**src/design/cbs_pkg.sv**
```systemverilog
// Package for the code bank select and reset control block.
// Assumes a single 20 MHz reference clock shared by both ends.
package cbs_pkg;
  localparam int unsigned CBS_CLK_HZ = 20_000_000;
  localparam int unsigned CBS_ADDR_W = 16;
  localparam logic [15:0] CBS_BOOT_TOP = 16'h1fff;
  localparam logic [15:0] CBS_RESET_VEC = 16'h0000;
  localparam logic [15:0] CBS_BO_VEC = 16'h004b;
  localparam int unsigned CBS_SECTOR_BYTES = 128;
  localparam int unsigned CBS_RAM_BYTES = 1024;
  localparam int unsigned CBS_XDATA_BYTES = 65536;
  localparam int unsigned CBS_BO_FILT_CYC = 4;
  localparam int unsigned CBS_POR_MC = 2;
  localparam int unsigned CBS_CLK_PER_MC = 12;
  localparam int unsigned CBS_POR_HOLD_CYC = CBS_POR_MC * CBS_CLK_PER_MC;
  localparam int unsigned CBS_AUTOBAUD_MS = 400;
  localparam int unsigned CBS_AUTOBAUD_CYC = (CBS_CLK_HZ / 1000) * CBS_AUTOBAUD_MS;
  localparam int unsigned CBS_SWR_POS = 1;
  localparam int unsigned CBS_BANK_SELECT_BIT_POS = 0;
  localparam logic [1:0] CBS_FCF_HARD = 2'h0;
  localparam logic [1:0] CBS_FCF_SOFT = 2'h2;
  localparam int unsigned CBS_WATCHDOG_CONTROL_REG_KEEP_POS = 2;
  localparam logic [7:0] CBS_WATCHDOG_CONTROL_REG_RST = 8'h00;
  typedef enum logic [2:0] {
    CBS_RST_NONE = 3'b000,
    CBS_RST_EXT = 3'b001,
    CBS_RST_SOFT = 3'b010,
    CBS_RST_BROWN = 3'b011,
    CBS_RST_WDOG = 3'b100
  } cbs_rst_src_t;
endpackage

```
**src/design/cbs_if.sv**
```systemverilog
// Interface joining the bank/reset controller and the core/boot side.
// Assumes both ends share i_ref_clk.
`timescale 1ns/1ps
interface cbs_if;
  logic [1:0] cfg_wdata;
  logic cfg_we;
  logic [1:0] cfg_rdata;
  logic pof_clr;
  logic power_on_flag;
  logic ebo_wdata;
  logic ebo_we;
  logic brownout_irq_enable;
  logic [7:0] watchdog_control_reg_wdata;
  logic watchdog_control_reg_we;
  logic [7:0] watchdog_control_reg;
  logic [15:0] fetch_addr;
  logic fetch_req;
  logic fetch_boot;
  logic [15:0] fetch_addr_q;
  logic fetch_valid;
  logic core_rst;
  logic [2:0] rst_src;
  logic [15:0] pc_load;
  logic pc_load_en;
  logic bo_irq;
  modport dev (
    input cfg_wdata, cfg_we, pof_clr, ebo_wdata, ebo_we, watchdog_control_reg_wdata, watchdog_control_reg_we, fetch_addr, fetch_req,
    output cfg_rdata, power_on_flag, brownout_irq_enable, watchdog_control_reg, fetch_boot, fetch_addr_q, fetch_valid, core_rst, rst_src,
    output pc_load, pc_load_en, bo_irq
  );
  modport core (
    output cfg_wdata, cfg_we, pof_clr, ebo_wdata, ebo_we, watchdog_control_reg_wdata, watchdog_control_reg_we, fetch_addr, fetch_req,
    input cfg_rdata, power_on_flag, brownout_irq_enable, watchdog_control_reg, fetch_boot, fetch_addr_q, fetch_valid, core_rst, rst_src,
    input pc_load, pc_load_en, bo_irq
  );
endinterface

```
**src/design/cbs_ctrl.sv**
```systemverilog
// Bank select and reset controller for the low 8 kB of code space.
// Assumes the core side drives the interface on i_ref_clk; pins are synchronous.
`timescale 1ns/1ps
module cbs_ctrl
  import cbs_pkg::*;
#(
  parameter int unsigned SIZE_KB = 64
) (
  // Clock and reset
  input wire logic i_ref_clk,
  input wire logic i_sys_rst,
  // Reset sources
  input wire logic i_por,
  input wire logic i_rst_pin,
  input wire logic i_below_vbo,
  input wire logic i_wdog_trip,
  // Core side
  cbs_if.dev bus,
  // Status
  output logic [9:0] o_sector_count,
  output logic o_brownout
);
  logic [1:0] fcf;
  logic power_on_flag;
  logic brownout_irq_enable;
  logic [7:0] watchdog_control_reg;
  logic [2:0] bo_cnt;
  logic bo_act;
  logic bo_irq;
  logic core_rst;
  cbs_rst_src_t rst_src;
  logic [15:0] fetch_addr_q;
  logic fetch_boot;
  logic fetch_valid;
  logic [4:0] hold_cnt;

  wire hard_rst = i_por | i_rst_pin;
  wire swr_rise = bus.cfg_we & ~fcf[CBS_SWR_POS] & bus.cfg_wdata[CBS_SWR_POS];
  wire bo_reset = bo_act & (~brownout_irq_enable | (bus.ebo_we & ~bus.ebo_wdata));

  // ----------------------------------------------------------------
  // Next flash configuration, shared by the bits and the fetch map
  // ----------------------------------------------------------------
  // Same value feeds both, so a fetch never sees a stale bank
  wire [1:0] bo_wd_bits = {fcf[CBS_SWR_POS], 1'b0};
  wire [1:0] next_fcf = hard_rst ? CBS_FCF_HARD :
                        swr_rise ? CBS_FCF_SOFT :
                        (bo_reset | i_wdog_trip) ? bo_wd_bits :
                        bus.cfg_we ? bus.cfg_wdata : fcf;
  wire next_boot = (next_fcf == 2'h0) & (bus.fetch_addr <= CBS_BOOT_TOP);

  // ----------------------------------------------------------------
  // Flash configuration bits
  // ----------------------------------------------------------------
  // No RAM here: resets never touch on-chip data memory
  // Data space of 1024 B internal, 64 kB external, handled outside
  always_ff @(posedge i_ref_clk or posedge i_sys_rst) begin
    if (i_sys_rst) begin
      fcf <= CBS_FCF_HARD;
    end else begin
      fcf <= next_fcf;
    end
  end

  // ----------------------------------------------------------------
  // Power-on flag, set wins over clear
  // ----------------------------------------------------------------
  always_ff @(posedge i_ref_clk or posedge i_sys_rst) begin
    if (i_sys_rst) begin
      power_on_flag <= 1'b1;
    end else if (i_por) begin
      power_on_flag <= 1'b1;
    end else if (bus.pof_clr) begin
      power_on_flag <= 1'b0;
    end
  end

  // ----------------------------------------------------------------
  // Brownout filter and enable
  // ----------------------------------------------------------------
  always_ff @(posedge i_ref_clk or posedge i_sys_rst) begin
    if (i_sys_rst) begin
      bo_cnt <= 3'h0;
      bo_act <= 1'b0;
    end else if (!i_below_vbo) begin
      bo_cnt <= 3'h0;
      bo_act <= 1'b0;
    end else if (bo_cnt < 3'(CBS_BO_FILT_CYC - 1)) begin
      bo_cnt <= bo_cnt + 3'h1;
    end else begin
      bo_act <= 1'b1;
    end
  end

  always_ff @(posedge i_ref_clk or posedge i_sys_rst) begin
    if (i_sys_rst) begin
      brownout_irq_enable <= 1'b0;
    end else if (hard_rst | swr_rise | bo_reset | i_wdog_trip) begin
      brownout_irq_enable <= 1'b0;
    end else if (bus.ebo_we) begin
      brownout_irq_enable <= bus.ebo_wdata;
    end
  end

  always_ff @(posedge i_ref_clk or posedge i_sys_rst) begin
    if (i_sys_rst) begin
      bo_irq <= 1'b0;
    end else begin
      bo_irq <= bo_act & brownout_irq_enable & ~bo_reset;
    end
  end

  // ----------------------------------------------------------------
  // Watchdog control, bit 2 survives soft reset
  // ----------------------------------------------------------------
  always_ff @(posedge i_ref_clk or posedge i_sys_rst) begin
    if (i_sys_rst) begin
      watchdog_control_reg <= CBS_WATCHDOG_CONTROL_REG_RST;
    end else if (hard_rst) begin
      watchdog_control_reg <= CBS_WATCHDOG_CONTROL_REG_RST;
    end else if (swr_rise) begin
      watchdog_control_reg <= CBS_WATCHDOG_CONTROL_REG_RST;
      watchdog_control_reg[CBS_WATCHDOG_CONTROL_REG_KEEP_POS] <= watchdog_control_reg[CBS_WATCHDOG_CONTROL_REG_KEEP_POS];
    end else if (bus.watchdog_control_reg_we) begin
      watchdog_control_reg <= bus.watchdog_control_reg_wdata;
    end
  end

  // ----------------------------------------------------------------
  // Core reset, source and restart vector
  // ----------------------------------------------------------------
  always_ff @(posedge i_ref_clk or posedge i_sys_rst) begin
    if (i_sys_rst) begin
      core_rst <= 1'b1;
      rst_src <= CBS_RST_EXT;
      hold_cnt <= 5'h0;
    end else if (hard_rst) begin
      core_rst <= 1'b1;
      rst_src <= CBS_RST_EXT;
      hold_cnt <= 5'h0;
    end else if (swr_rise | bo_reset | i_wdog_trip) begin
      core_rst <= 1'b1;
      hold_cnt <= 5'h0;
      rst_src <= swr_rise ? CBS_RST_SOFT : (bo_reset ? CBS_RST_BROWN : CBS_RST_WDOG);
    end else if (core_rst && hold_cnt < 5'(CBS_POR_HOLD_CYC - 1)) begin
      hold_cnt <= hold_cnt + 5'h1;
    end else begin
      core_rst <= 1'b0;
    end
  end

  // ----------------------------------------------------------------
  // Fetch mapping, registered with no prefetch buffer
  // ----------------------------------------------------------------
  always_ff @(posedge i_ref_clk or posedge i_sys_rst) begin
    if (i_sys_rst) begin
      fetch_addr_q <= 16'h0000;
      fetch_boot <= 1'b1;
      fetch_valid <= 1'b0;
    end else begin
      fetch_addr_q <= bus.fetch_addr;
      fetch_boot <= next_boot;
      fetch_valid <= bus.fetch_req & ~core_rst;
    end
  end

  assign bus.cfg_rdata = fcf;
  assign bus.power_on_flag = power_on_flag;
  assign bus.brownout_irq_enable = brownout_irq_enable;
  assign bus.watchdog_control_reg = watchdog_control_reg;
  assign bus.fetch_boot = fetch_boot;
  assign bus.fetch_addr_q = fetch_addr_q;
  assign bus.fetch_valid = fetch_valid;
  assign bus.core_rst = core_rst;
  assign bus.rst_src = rst_src;
  assign bus.bo_irq = bo_irq;
  assign bus.pc_load = bo_irq ? CBS_BO_VEC : CBS_RESET_VEC;
  assign bus.pc_load_en = core_rst | bo_irq;
  assign o_sector_count = 10'((SIZE_KB * 1024) / CBS_SECTOR_BYTES);
  assign o_brownout = bo_act;
endmodule

```
**src/flat_wrapper.sv**
```systemverilog
// flat-port wrapper written by rule: the top's interface ports become plain ports
module cbs_ctrl_flat import cbs_pkg::*;
#(
  parameter int unsigned SIZE_KB = 64
)
  (i_ref_clk, i_sys_rst, i_por, i_rst_pin, i_below_vbo, i_wdog_trip, o_sector_count, o_brownout, bus_cfg_wdata, bus_cfg_we, bus_pof_clr, bus_ebo_wdata, bus_ebo_we, bus_watchdog_control_reg_wdata, bus_watchdog_control_reg_we, bus_fetch_addr, bus_fetch_req, bus_cfg_rdata, bus_power_on_flag, bus_brownout_irq_enable, bus_watchdog_control_reg, bus_fetch_boot, bus_fetch_addr_q, bus_fetch_valid, bus_core_rst, bus_rst_src, bus_pc_load, bus_pc_load_en, bus_bo_irq);
  cbs_if bus_i ();
  input wire logic i_ref_clk;
  input wire logic i_sys_rst;
  input wire logic i_por;
  input wire logic i_rst_pin;
  input wire logic i_below_vbo;
  input wire logic i_wdog_trip;
  output logic [9:0] o_sector_count;
  output logic o_brownout;
  input wire logic [$bits(bus_i.cfg_wdata)-1:0] bus_cfg_wdata;
  input wire logic [$bits(bus_i.cfg_we)-1:0] bus_cfg_we;
  input wire logic [$bits(bus_i.pof_clr)-1:0] bus_pof_clr;
  input wire logic [$bits(bus_i.ebo_wdata)-1:0] bus_ebo_wdata;
  input wire logic [$bits(bus_i.ebo_we)-1:0] bus_ebo_we;
  input wire logic [$bits(bus_i.watchdog_control_reg_wdata)-1:0] bus_watchdog_control_reg_wdata;
  input wire logic [$bits(bus_i.watchdog_control_reg_we)-1:0] bus_watchdog_control_reg_we;
  input wire logic [$bits(bus_i.fetch_addr)-1:0] bus_fetch_addr;
  input wire logic [$bits(bus_i.fetch_req)-1:0] bus_fetch_req;
  output wire logic [$bits(bus_i.cfg_rdata)-1:0] bus_cfg_rdata;
  output wire logic [$bits(bus_i.power_on_flag)-1:0] bus_power_on_flag;
  output wire logic [$bits(bus_i.brownout_irq_enable)-1:0] bus_brownout_irq_enable;
  output wire logic [$bits(bus_i.watchdog_control_reg)-1:0] bus_watchdog_control_reg;
  output wire logic [$bits(bus_i.fetch_boot)-1:0] bus_fetch_boot;
  output wire logic [$bits(bus_i.fetch_addr_q)-1:0] bus_fetch_addr_q;
  output wire logic [$bits(bus_i.fetch_valid)-1:0] bus_fetch_valid;
  output wire logic [$bits(bus_i.core_rst)-1:0] bus_core_rst;
  output wire logic [$bits(bus_i.rst_src)-1:0] bus_rst_src;
  output wire logic [$bits(bus_i.pc_load)-1:0] bus_pc_load;
  output wire logic [$bits(bus_i.pc_load_en)-1:0] bus_pc_load_en;
  output wire logic [$bits(bus_i.bo_irq)-1:0] bus_bo_irq;
  assign bus_i.cfg_wdata = bus_cfg_wdata;
  assign bus_i.cfg_we = bus_cfg_we;
  assign bus_i.pof_clr = bus_pof_clr;
  assign bus_i.ebo_wdata = bus_ebo_wdata;
  assign bus_i.ebo_we = bus_ebo_we;
  assign bus_i.watchdog_control_reg_wdata = bus_watchdog_control_reg_wdata;
  assign bus_i.watchdog_control_reg_we = bus_watchdog_control_reg_we;
  assign bus_i.fetch_addr = bus_fetch_addr;
  assign bus_i.fetch_req = bus_fetch_req;
  assign bus_cfg_rdata = bus_i.cfg_rdata;
  assign bus_power_on_flag = bus_i.power_on_flag;
  assign bus_brownout_irq_enable = bus_i.brownout_irq_enable;
  assign bus_watchdog_control_reg = bus_i.watchdog_control_reg;
  assign bus_fetch_boot = bus_i.fetch_boot;
  assign bus_fetch_addr_q = bus_i.fetch_addr_q;
  assign bus_fetch_valid = bus_i.fetch_valid;
  assign bus_core_rst = bus_i.core_rst;
  assign bus_rst_src = bus_i.rst_src;
  assign bus_pc_load = bus_i.pc_load;
  assign bus_pc_load_en = bus_i.pc_load_en;
  assign bus_bo_irq = bus_i.bo_irq;
  cbs_ctrl #(.SIZE_KB(SIZE_KB)) u_core (.i_ref_clk(i_ref_clk), .i_sys_rst(i_sys_rst), .i_por(i_por), .i_rst_pin(i_rst_pin), .i_below_vbo(i_below_vbo), .i_wdog_trip(i_wdog_trip), .bus(bus_i), .o_sector_count(o_sector_count), .o_brownout(o_brownout));
endmodule
```
**config.mk**
```make
export PLATFORM = sky130hd
export DESIGN_NAME = cbs_ctrl_flat
export DESIGN_NICKNAME = d
export VERILOG_FILES = /design/src/design/cbs_pkg.sv /design/src/design/cbs_if.sv /design/src/design/cbs_ctrl.sv /design/src/flat_wrapper.sv
export SDC_FILE = /design/constraint.sdc
export NUM_CORES = 1
export LEC_CHECK = 0
export BUFFER_PORTS_ARGS = -buffer_cell sky130_fd_sc_hd__clkbuf_2
export CAP_MARGIN = 20
export CORE_MARGIN = 2
export CORE_UTILIZATION = 25
export DETAILED_ROUTE_END_ITERATION = 8
export SLEW_MARGIN = 15
export SYNTH_ARGS = -nofsm -noshare
export SYNTH_HDL_FRONTEND = slang
export SYNTH_SLANG_ARGS = --single-unit
```
**constraint.sdc**
```tcl
create_clock -name i_ref_clk -period 1.4 [get_ports i_ref_clk]
set_input_delay 0.14 -clock i_ref_clk [delete_from_list [all_inputs] [get_ports i_ref_clk]]
set_output_delay 0.14 -clock i_ref_clk [all_outputs]
set_load 0.1 [all_outputs]
```
Word level (Yosys, flattened, before mapping):

Index checks and enable logic that the tools add are counted.
W data, S select, Z words.

* mux-type cells: 26
* $lt $le $gt $ge: 3
* bitwise operators: 22
* equal/unequal tests: 4
* reduce and logical (&&, ||, !) cells: 9
* add/subtract/negate cells: 2

Operators with widths (number)
* $mux W8: 3
* $mux W3: 6
* $le A16 B13 Y1 const B: 1
* $mux W5: 3
* $mux W1: 9
* $or A1 B1 Y1: 9
* $and A1 B1 Y1: 8
* $mux W2: 4
* $reduce_bool A2 Y1: 4
* $mux W7: 1
* $reduce_bool A3 Y1: 2
* $add A5 B1 Y5 const B: 1
* $lt A5 B5 Y1 const B: 1
* $not A1 Y1: 5
* $ne A2 B1 Y1 const B: 2
* $add A3 B1 Y3 const B: 1
* $lt A3 B2 Y1 const B: 1
* $ne A3 B1 Y1 const B: 1
* $logic_not A2 Y1: 1
* $ne A2 B2 Y1 const B: 1
* $reduce_and A2 Y1: 1
* $logic_and A1 B1 Y1: 1

* register bits after elaboration: 44
* output and inout port bits: 63

Depth between registers and ports, before layout:

* depth in word-level cells: 10
* mapped depth: 5
* gate-level depth less buffers: 4

Least setup slack after synthesis:

Ideal clock, no wire load.

* kind: flip-flop to flip-flop
* start: register u_core.fcf[1], in the netlist u_core.bus.cfg_rdata[1]
* end: register u_core.hold_cnt[1]
* stages on the path, launching flop included: 6
* path slack: -0.489 ns
* arrival time: 1.808 ns
* setup time: 0.081 ns
* buffers on the path: 1
* cells stage by stage: dfrtp_1 -> nand3b_4 -> nand2_4 -> or2_1 -> buf_6 -> nor3_2

* word-level cells in the longest chain between the ends: 7

RTL lines
* start: declaration: RTL line cbs_ctrl.sv:23 `logic [1:0] fcf;`
* start signal: assignment: RTL line cbs_ctrl.sv:61 `fcf <= next_fcf;`
* $not A1 Y1 (*): RTL line cbs_ctrl.sv:38 `wire swr_rise = bus.cfg_we & ~fcf[CBS_SWR_POS] & bus.cfg_wdata[CBS_SWR_POS];`
* $and A1 B1 Y1 (*) (2 in series): RTL line cbs_ctrl.sv:38
* $or A1 B1 Y1 (*) (2 in series): RTL line cbs_ctrl.sv:141 `end else if (swr_rise | bo_reset | i_wdog_trip) begin`
* $mux W5: RTL line cbs_ctrl.sv:141
* $mux W5: RTL line cbs_ctrl.sv:137 `end else if (hard_rst) begin`
* end signal: assignment: RTL line cbs_ctrl.sv:146 `hold_cnt <= hold_cnt + 5'h1;`
* end: declaration: RTL line cbs_ctrl.sv:35 `logic [4:0] hold_cnt;`

Every way passes the cells marked *; elsewhere a longest branch is shown, timed or not.
A chain may end at the register's enable or synchronous reset.

Final worst setup path:

* start: register u_core.core_rst, in the netlist u_core.bus.core_rst
* end: output bus_pc_load_en

* word-level cells in the longest chain between the ends: 1

RTL lines
* start: declaration: RTL line cbs_ctrl.sv:30 `logic core_rst;`
* start signal: assignment: RTL line cbs_ctrl.sv:134 `core_rst <= 1'b1;`
* start signal: assignment: RTL line cbs_ctrl.sv:138 `core_rst <= 1'b1;`
* start signal: assignment: RTL line cbs_ctrl.sv:142 `core_rst <= 1'b1;`
* $or A1 B1 Y1: RTL line cbs_ctrl.sv:178 `assign bus.pc_load_en = core_rst | bo_irq;`
* end: declaration: RTL line flat_wrapper.sv:35 `output wire logic [$bits(bus_i.pc_load_en)-1:0] bus_pc_load_en;`

No other way between the ends.

==> results.md <==
* Status: finished, final reports clean
* Startpoint types: flop
* Root Driver: clkbuf_8
* Vias in the first global route at 1415
* First-pass GRT wire length at 6510 um
* Flops & latches, synth at 44
* Slowest cell delay on critical path at 0.66 ns
* Met1 WL at 1630 um
* Yosys top cell area share at 53.6%
* Cell family with most CP delay: flip-flops
* Sink Count at 44
* Metal3 WL at 401 um
* PD cells at 1280 nW/um2
* Max frequency at 0.727 GHz
* Ys async rst share at 100%
* Vert. Die Dim at 90.4 um
* # setup viols final at 0
* Post-Synth XOR/XNOR Area at 1.41%
* Power Internal at 0.00216 W
* Cell accounting for the most synthesized area: dfrtp_1
* Clock Tree Buf Depth at 2
* Post-layout util at 37.6%
* Switch Pwr at 0.00132 W
* H-tree levels at 2
* Avg Inst Size Synth at 11.8 um2
* GPL Wtd Cong at 0.749
* Via-to-Cell Ratio at 3.96
* GRT Total Usage at 10.2%
* Least-Margin Pin Slew at 0.568 ns
* Ys flop type: dfrtp_1
* Sw frac at 37.9%
* Combinational family with the most area after synthesis: buffers and inverters
* First-pass DRT Iterations at 4
* CORE AREA at 7250 um2
* Compound-cell area share of the yosys netlist at 6.63%
* Chip width at 90.4 um
* RSZ-0062 raised after global routing: true
* Vias at 1413
* Most common cell in the netlist: dfrtp_1
* Dpl ws at 0.0779 ns
* I/O Pins at 101
* Post-route total power at 0.00349 W
* Placed Area at 2410 um2
* Ys Warns at 0
* DRC at 0
* Row count at 31
* Largest net degree at the start of global routing at 31
* Final hold violations at 0
* Max Cap Viol at 0
* Initial antenna violation count at 0
* Post-synthesis simple-gate area fraction at 12.5%
* P&R area growth vs syn at 46.0%
* Antenna cell count at 0
* Hold Crit Class: primary input to flop
* Crit path kind: flop to output pin
* WL per Instance at 11.2 um
* Clock slew at reported path FFs at 0.09 ns
* Top cells by area, synth: dfrtp_1, buf_4, dfstp_2
* Period minus WS final at 1.38 ns
* Largest register FFs at 16
* Setup ws final at 0.0247 ns
* Fraction of layout instances using a drive strength above 1 at 43.4%
* Residual overflow from global routing at 0
* Initial Utilization at 25.8%
* Nets@finish at 297
* CP max FO at 6
* Design area at 2730 um2
* Mux cell area share after synthesis at 5.36%
* Library cells used by synthesis at 35
* Clock tree from TritonCTS: built
* Initial drt markers at 44
* Drt total wl at 3990 um
* WL met2 at 1900 um
* TritonCTS Buffers at 5
* Register area share after synthesis at 59.2%
* CP Capture Type: output pin
* Critical path cell sequence: or2_4 > buf_12
* Cells after Synth at 158
* Synth Cell Area at 1870 um2
* Share of power burned in registers at 40.6%
* Worst path required time at 1.26 ns
* Power share of the clock group at 29.1%
* Worst slew margin at 62.3%
* Top Layer Used: met4
* Maximum vdd drop at 0.000662 V
* Final period util at 98.2%
* Crit path DAT at 1.24 ns
* Logic pwr share at 30.3%
* Leakage at 1.43 nW
* HPWL Detailed at 3010 um
* Slew Viols, Final at 0
* Buffers and inverters on the worst path at 1
* ANT nets after route at 0
* Crit-path slowest cell: dfstp_4
* Most frequent cells after synthesis: dfrtp_1, buf_4, nor2_1
* Clk_skew at 0.00699 ns
* Port-buffer cells at 78
* Adder-Cell Fraction of Synth Area at 1.34%
* Full die area at 8180 um2
* Clk Latency, worst-skew pair at 0.29 ns
* Post-synth EDFFs at 0
==> placed cells by master (no fill, tap or decap), types with 3 or more instances in the layout <==
| master | n |
|---|---|
| nand2_1 | 6 |
| conb_1 | 22 |
| dfrtp_1 | 35 |
| dfstp_2 | 3 |
| a21o_1 | 3 |
| nor2_1 | 15 |
| buf_12 | 7 |
| mux2i_1 | 10 |
| buf_4 | 11 |
| inv_1 | 7 |
| clkbuf_2 | 65 |
| nand4_1 | 3 |
| o21ai_0 | 4 |
| clkbuf_8 | 6 |
| a21oi_1 | 4 |
| nor3_1 | 3 |
| a31oi_1 | 3 |
| dlygate4sd3_1 | 17 |
| dfrtp_4 | 3 |
==> per-stage QoR <==
stage	TNS [ns]	hold WS, ns	instances
after floorplan	-0.0704	0.171	178
after global placement	0	0.110	330
after detailed placement	0	0.107	330
after CTS	0	0.0416	357
after global routing	-0.0190	0.0577	357
final	0	0.0480	357
==> cell families (layout without fill, tap and decap cells) <==
logic type | after synthesis | count (layout)
AOI/OAI and AO/OA | 18 | 18
xor gates and xnor gates | 3 | 3
buffers and inverters | 37 | 117
other | 2 | 22
muxes | 10 | 10
adders and majority gates | 2 | 2
DFF | 44 | 44
and+or+nand+nor | 42 | 42
==> cell type report <==
cell class	count	area, um2
Fill cell	745	4530
Sequential cell	44	1120
Timing Repair Buffer	100	718
Multi-Input combinational cell	97	607
Tap cell	99	124
Clock buffer	6	82.6
Clock inverter	2	38.8
Inverter	9	33.8
==> worst register-to-register path, stage by stage, from the launching register on <==
cell     delay [ns]
dfrtp_1        0.42
ha_1           0.30
or2b_2         0.30
a21oi_1        0.16
nor3_2         0.06
==> metal layers <==
metal	vias to the layer above	GRT usage (%)
li1	670	-
met1	670	11.5
met2	67	16.8
met3	6	4.92
met4	0	3.46
met5	-	0
==> path summary, 6_finish.rpt <==
check                                                   start                            endpoint  slack, ns  depth (start not counted)
max                                       u_core.bus.core_rst                      bus_pc_load_en       0.02                          2
min                                                 i_rst_pin  u_core.bus.watchdog_control_reg[2]       0.05                          2
max reg2reg                                u_core.hold_cnt[1]                  u_core.hold_cnt[1]       0.05                          4
min reg2reg                u_core.bus.watchdog_control_reg[1]  u_core.bus.watchdog_control_reg[1]       0.52                          2
max in group asynchronous                           i_sys_rst                 u_core.bus.core_rst       0.53                          4
min in group asynchronous                           i_sys_rst          u_core.bus.fetch_addr_q[6]       0.33                          3
==> repair_timing <==
action | 4_1_cts | 5_1_grt
setup buffers | 2 | 0
hold endpoints to repair | 30 | 0
endpoints found under the setup margin | 1 | 1
pin swaps | 0 | 1
gates resized for setup | 0 | 0
hold buffers | 17 | 0
==> power groups by stage <==
stage / registers, W / logic, W / clock network (W)
after floorplan: 0.00182 / 0.000495 / 0
after global placement: 0.00144 / 0.00102 / 0
after detailed placement: 0.00144 / 0.00103 / 0
after CTS: 0.00142 / 0.00107 / 0.00104
after global routing: 0.00143 / 0.00111 / 0.00110
final: 0.00142 / 0.00106 / 0.00101
Power figures use the tool's default switching activity.
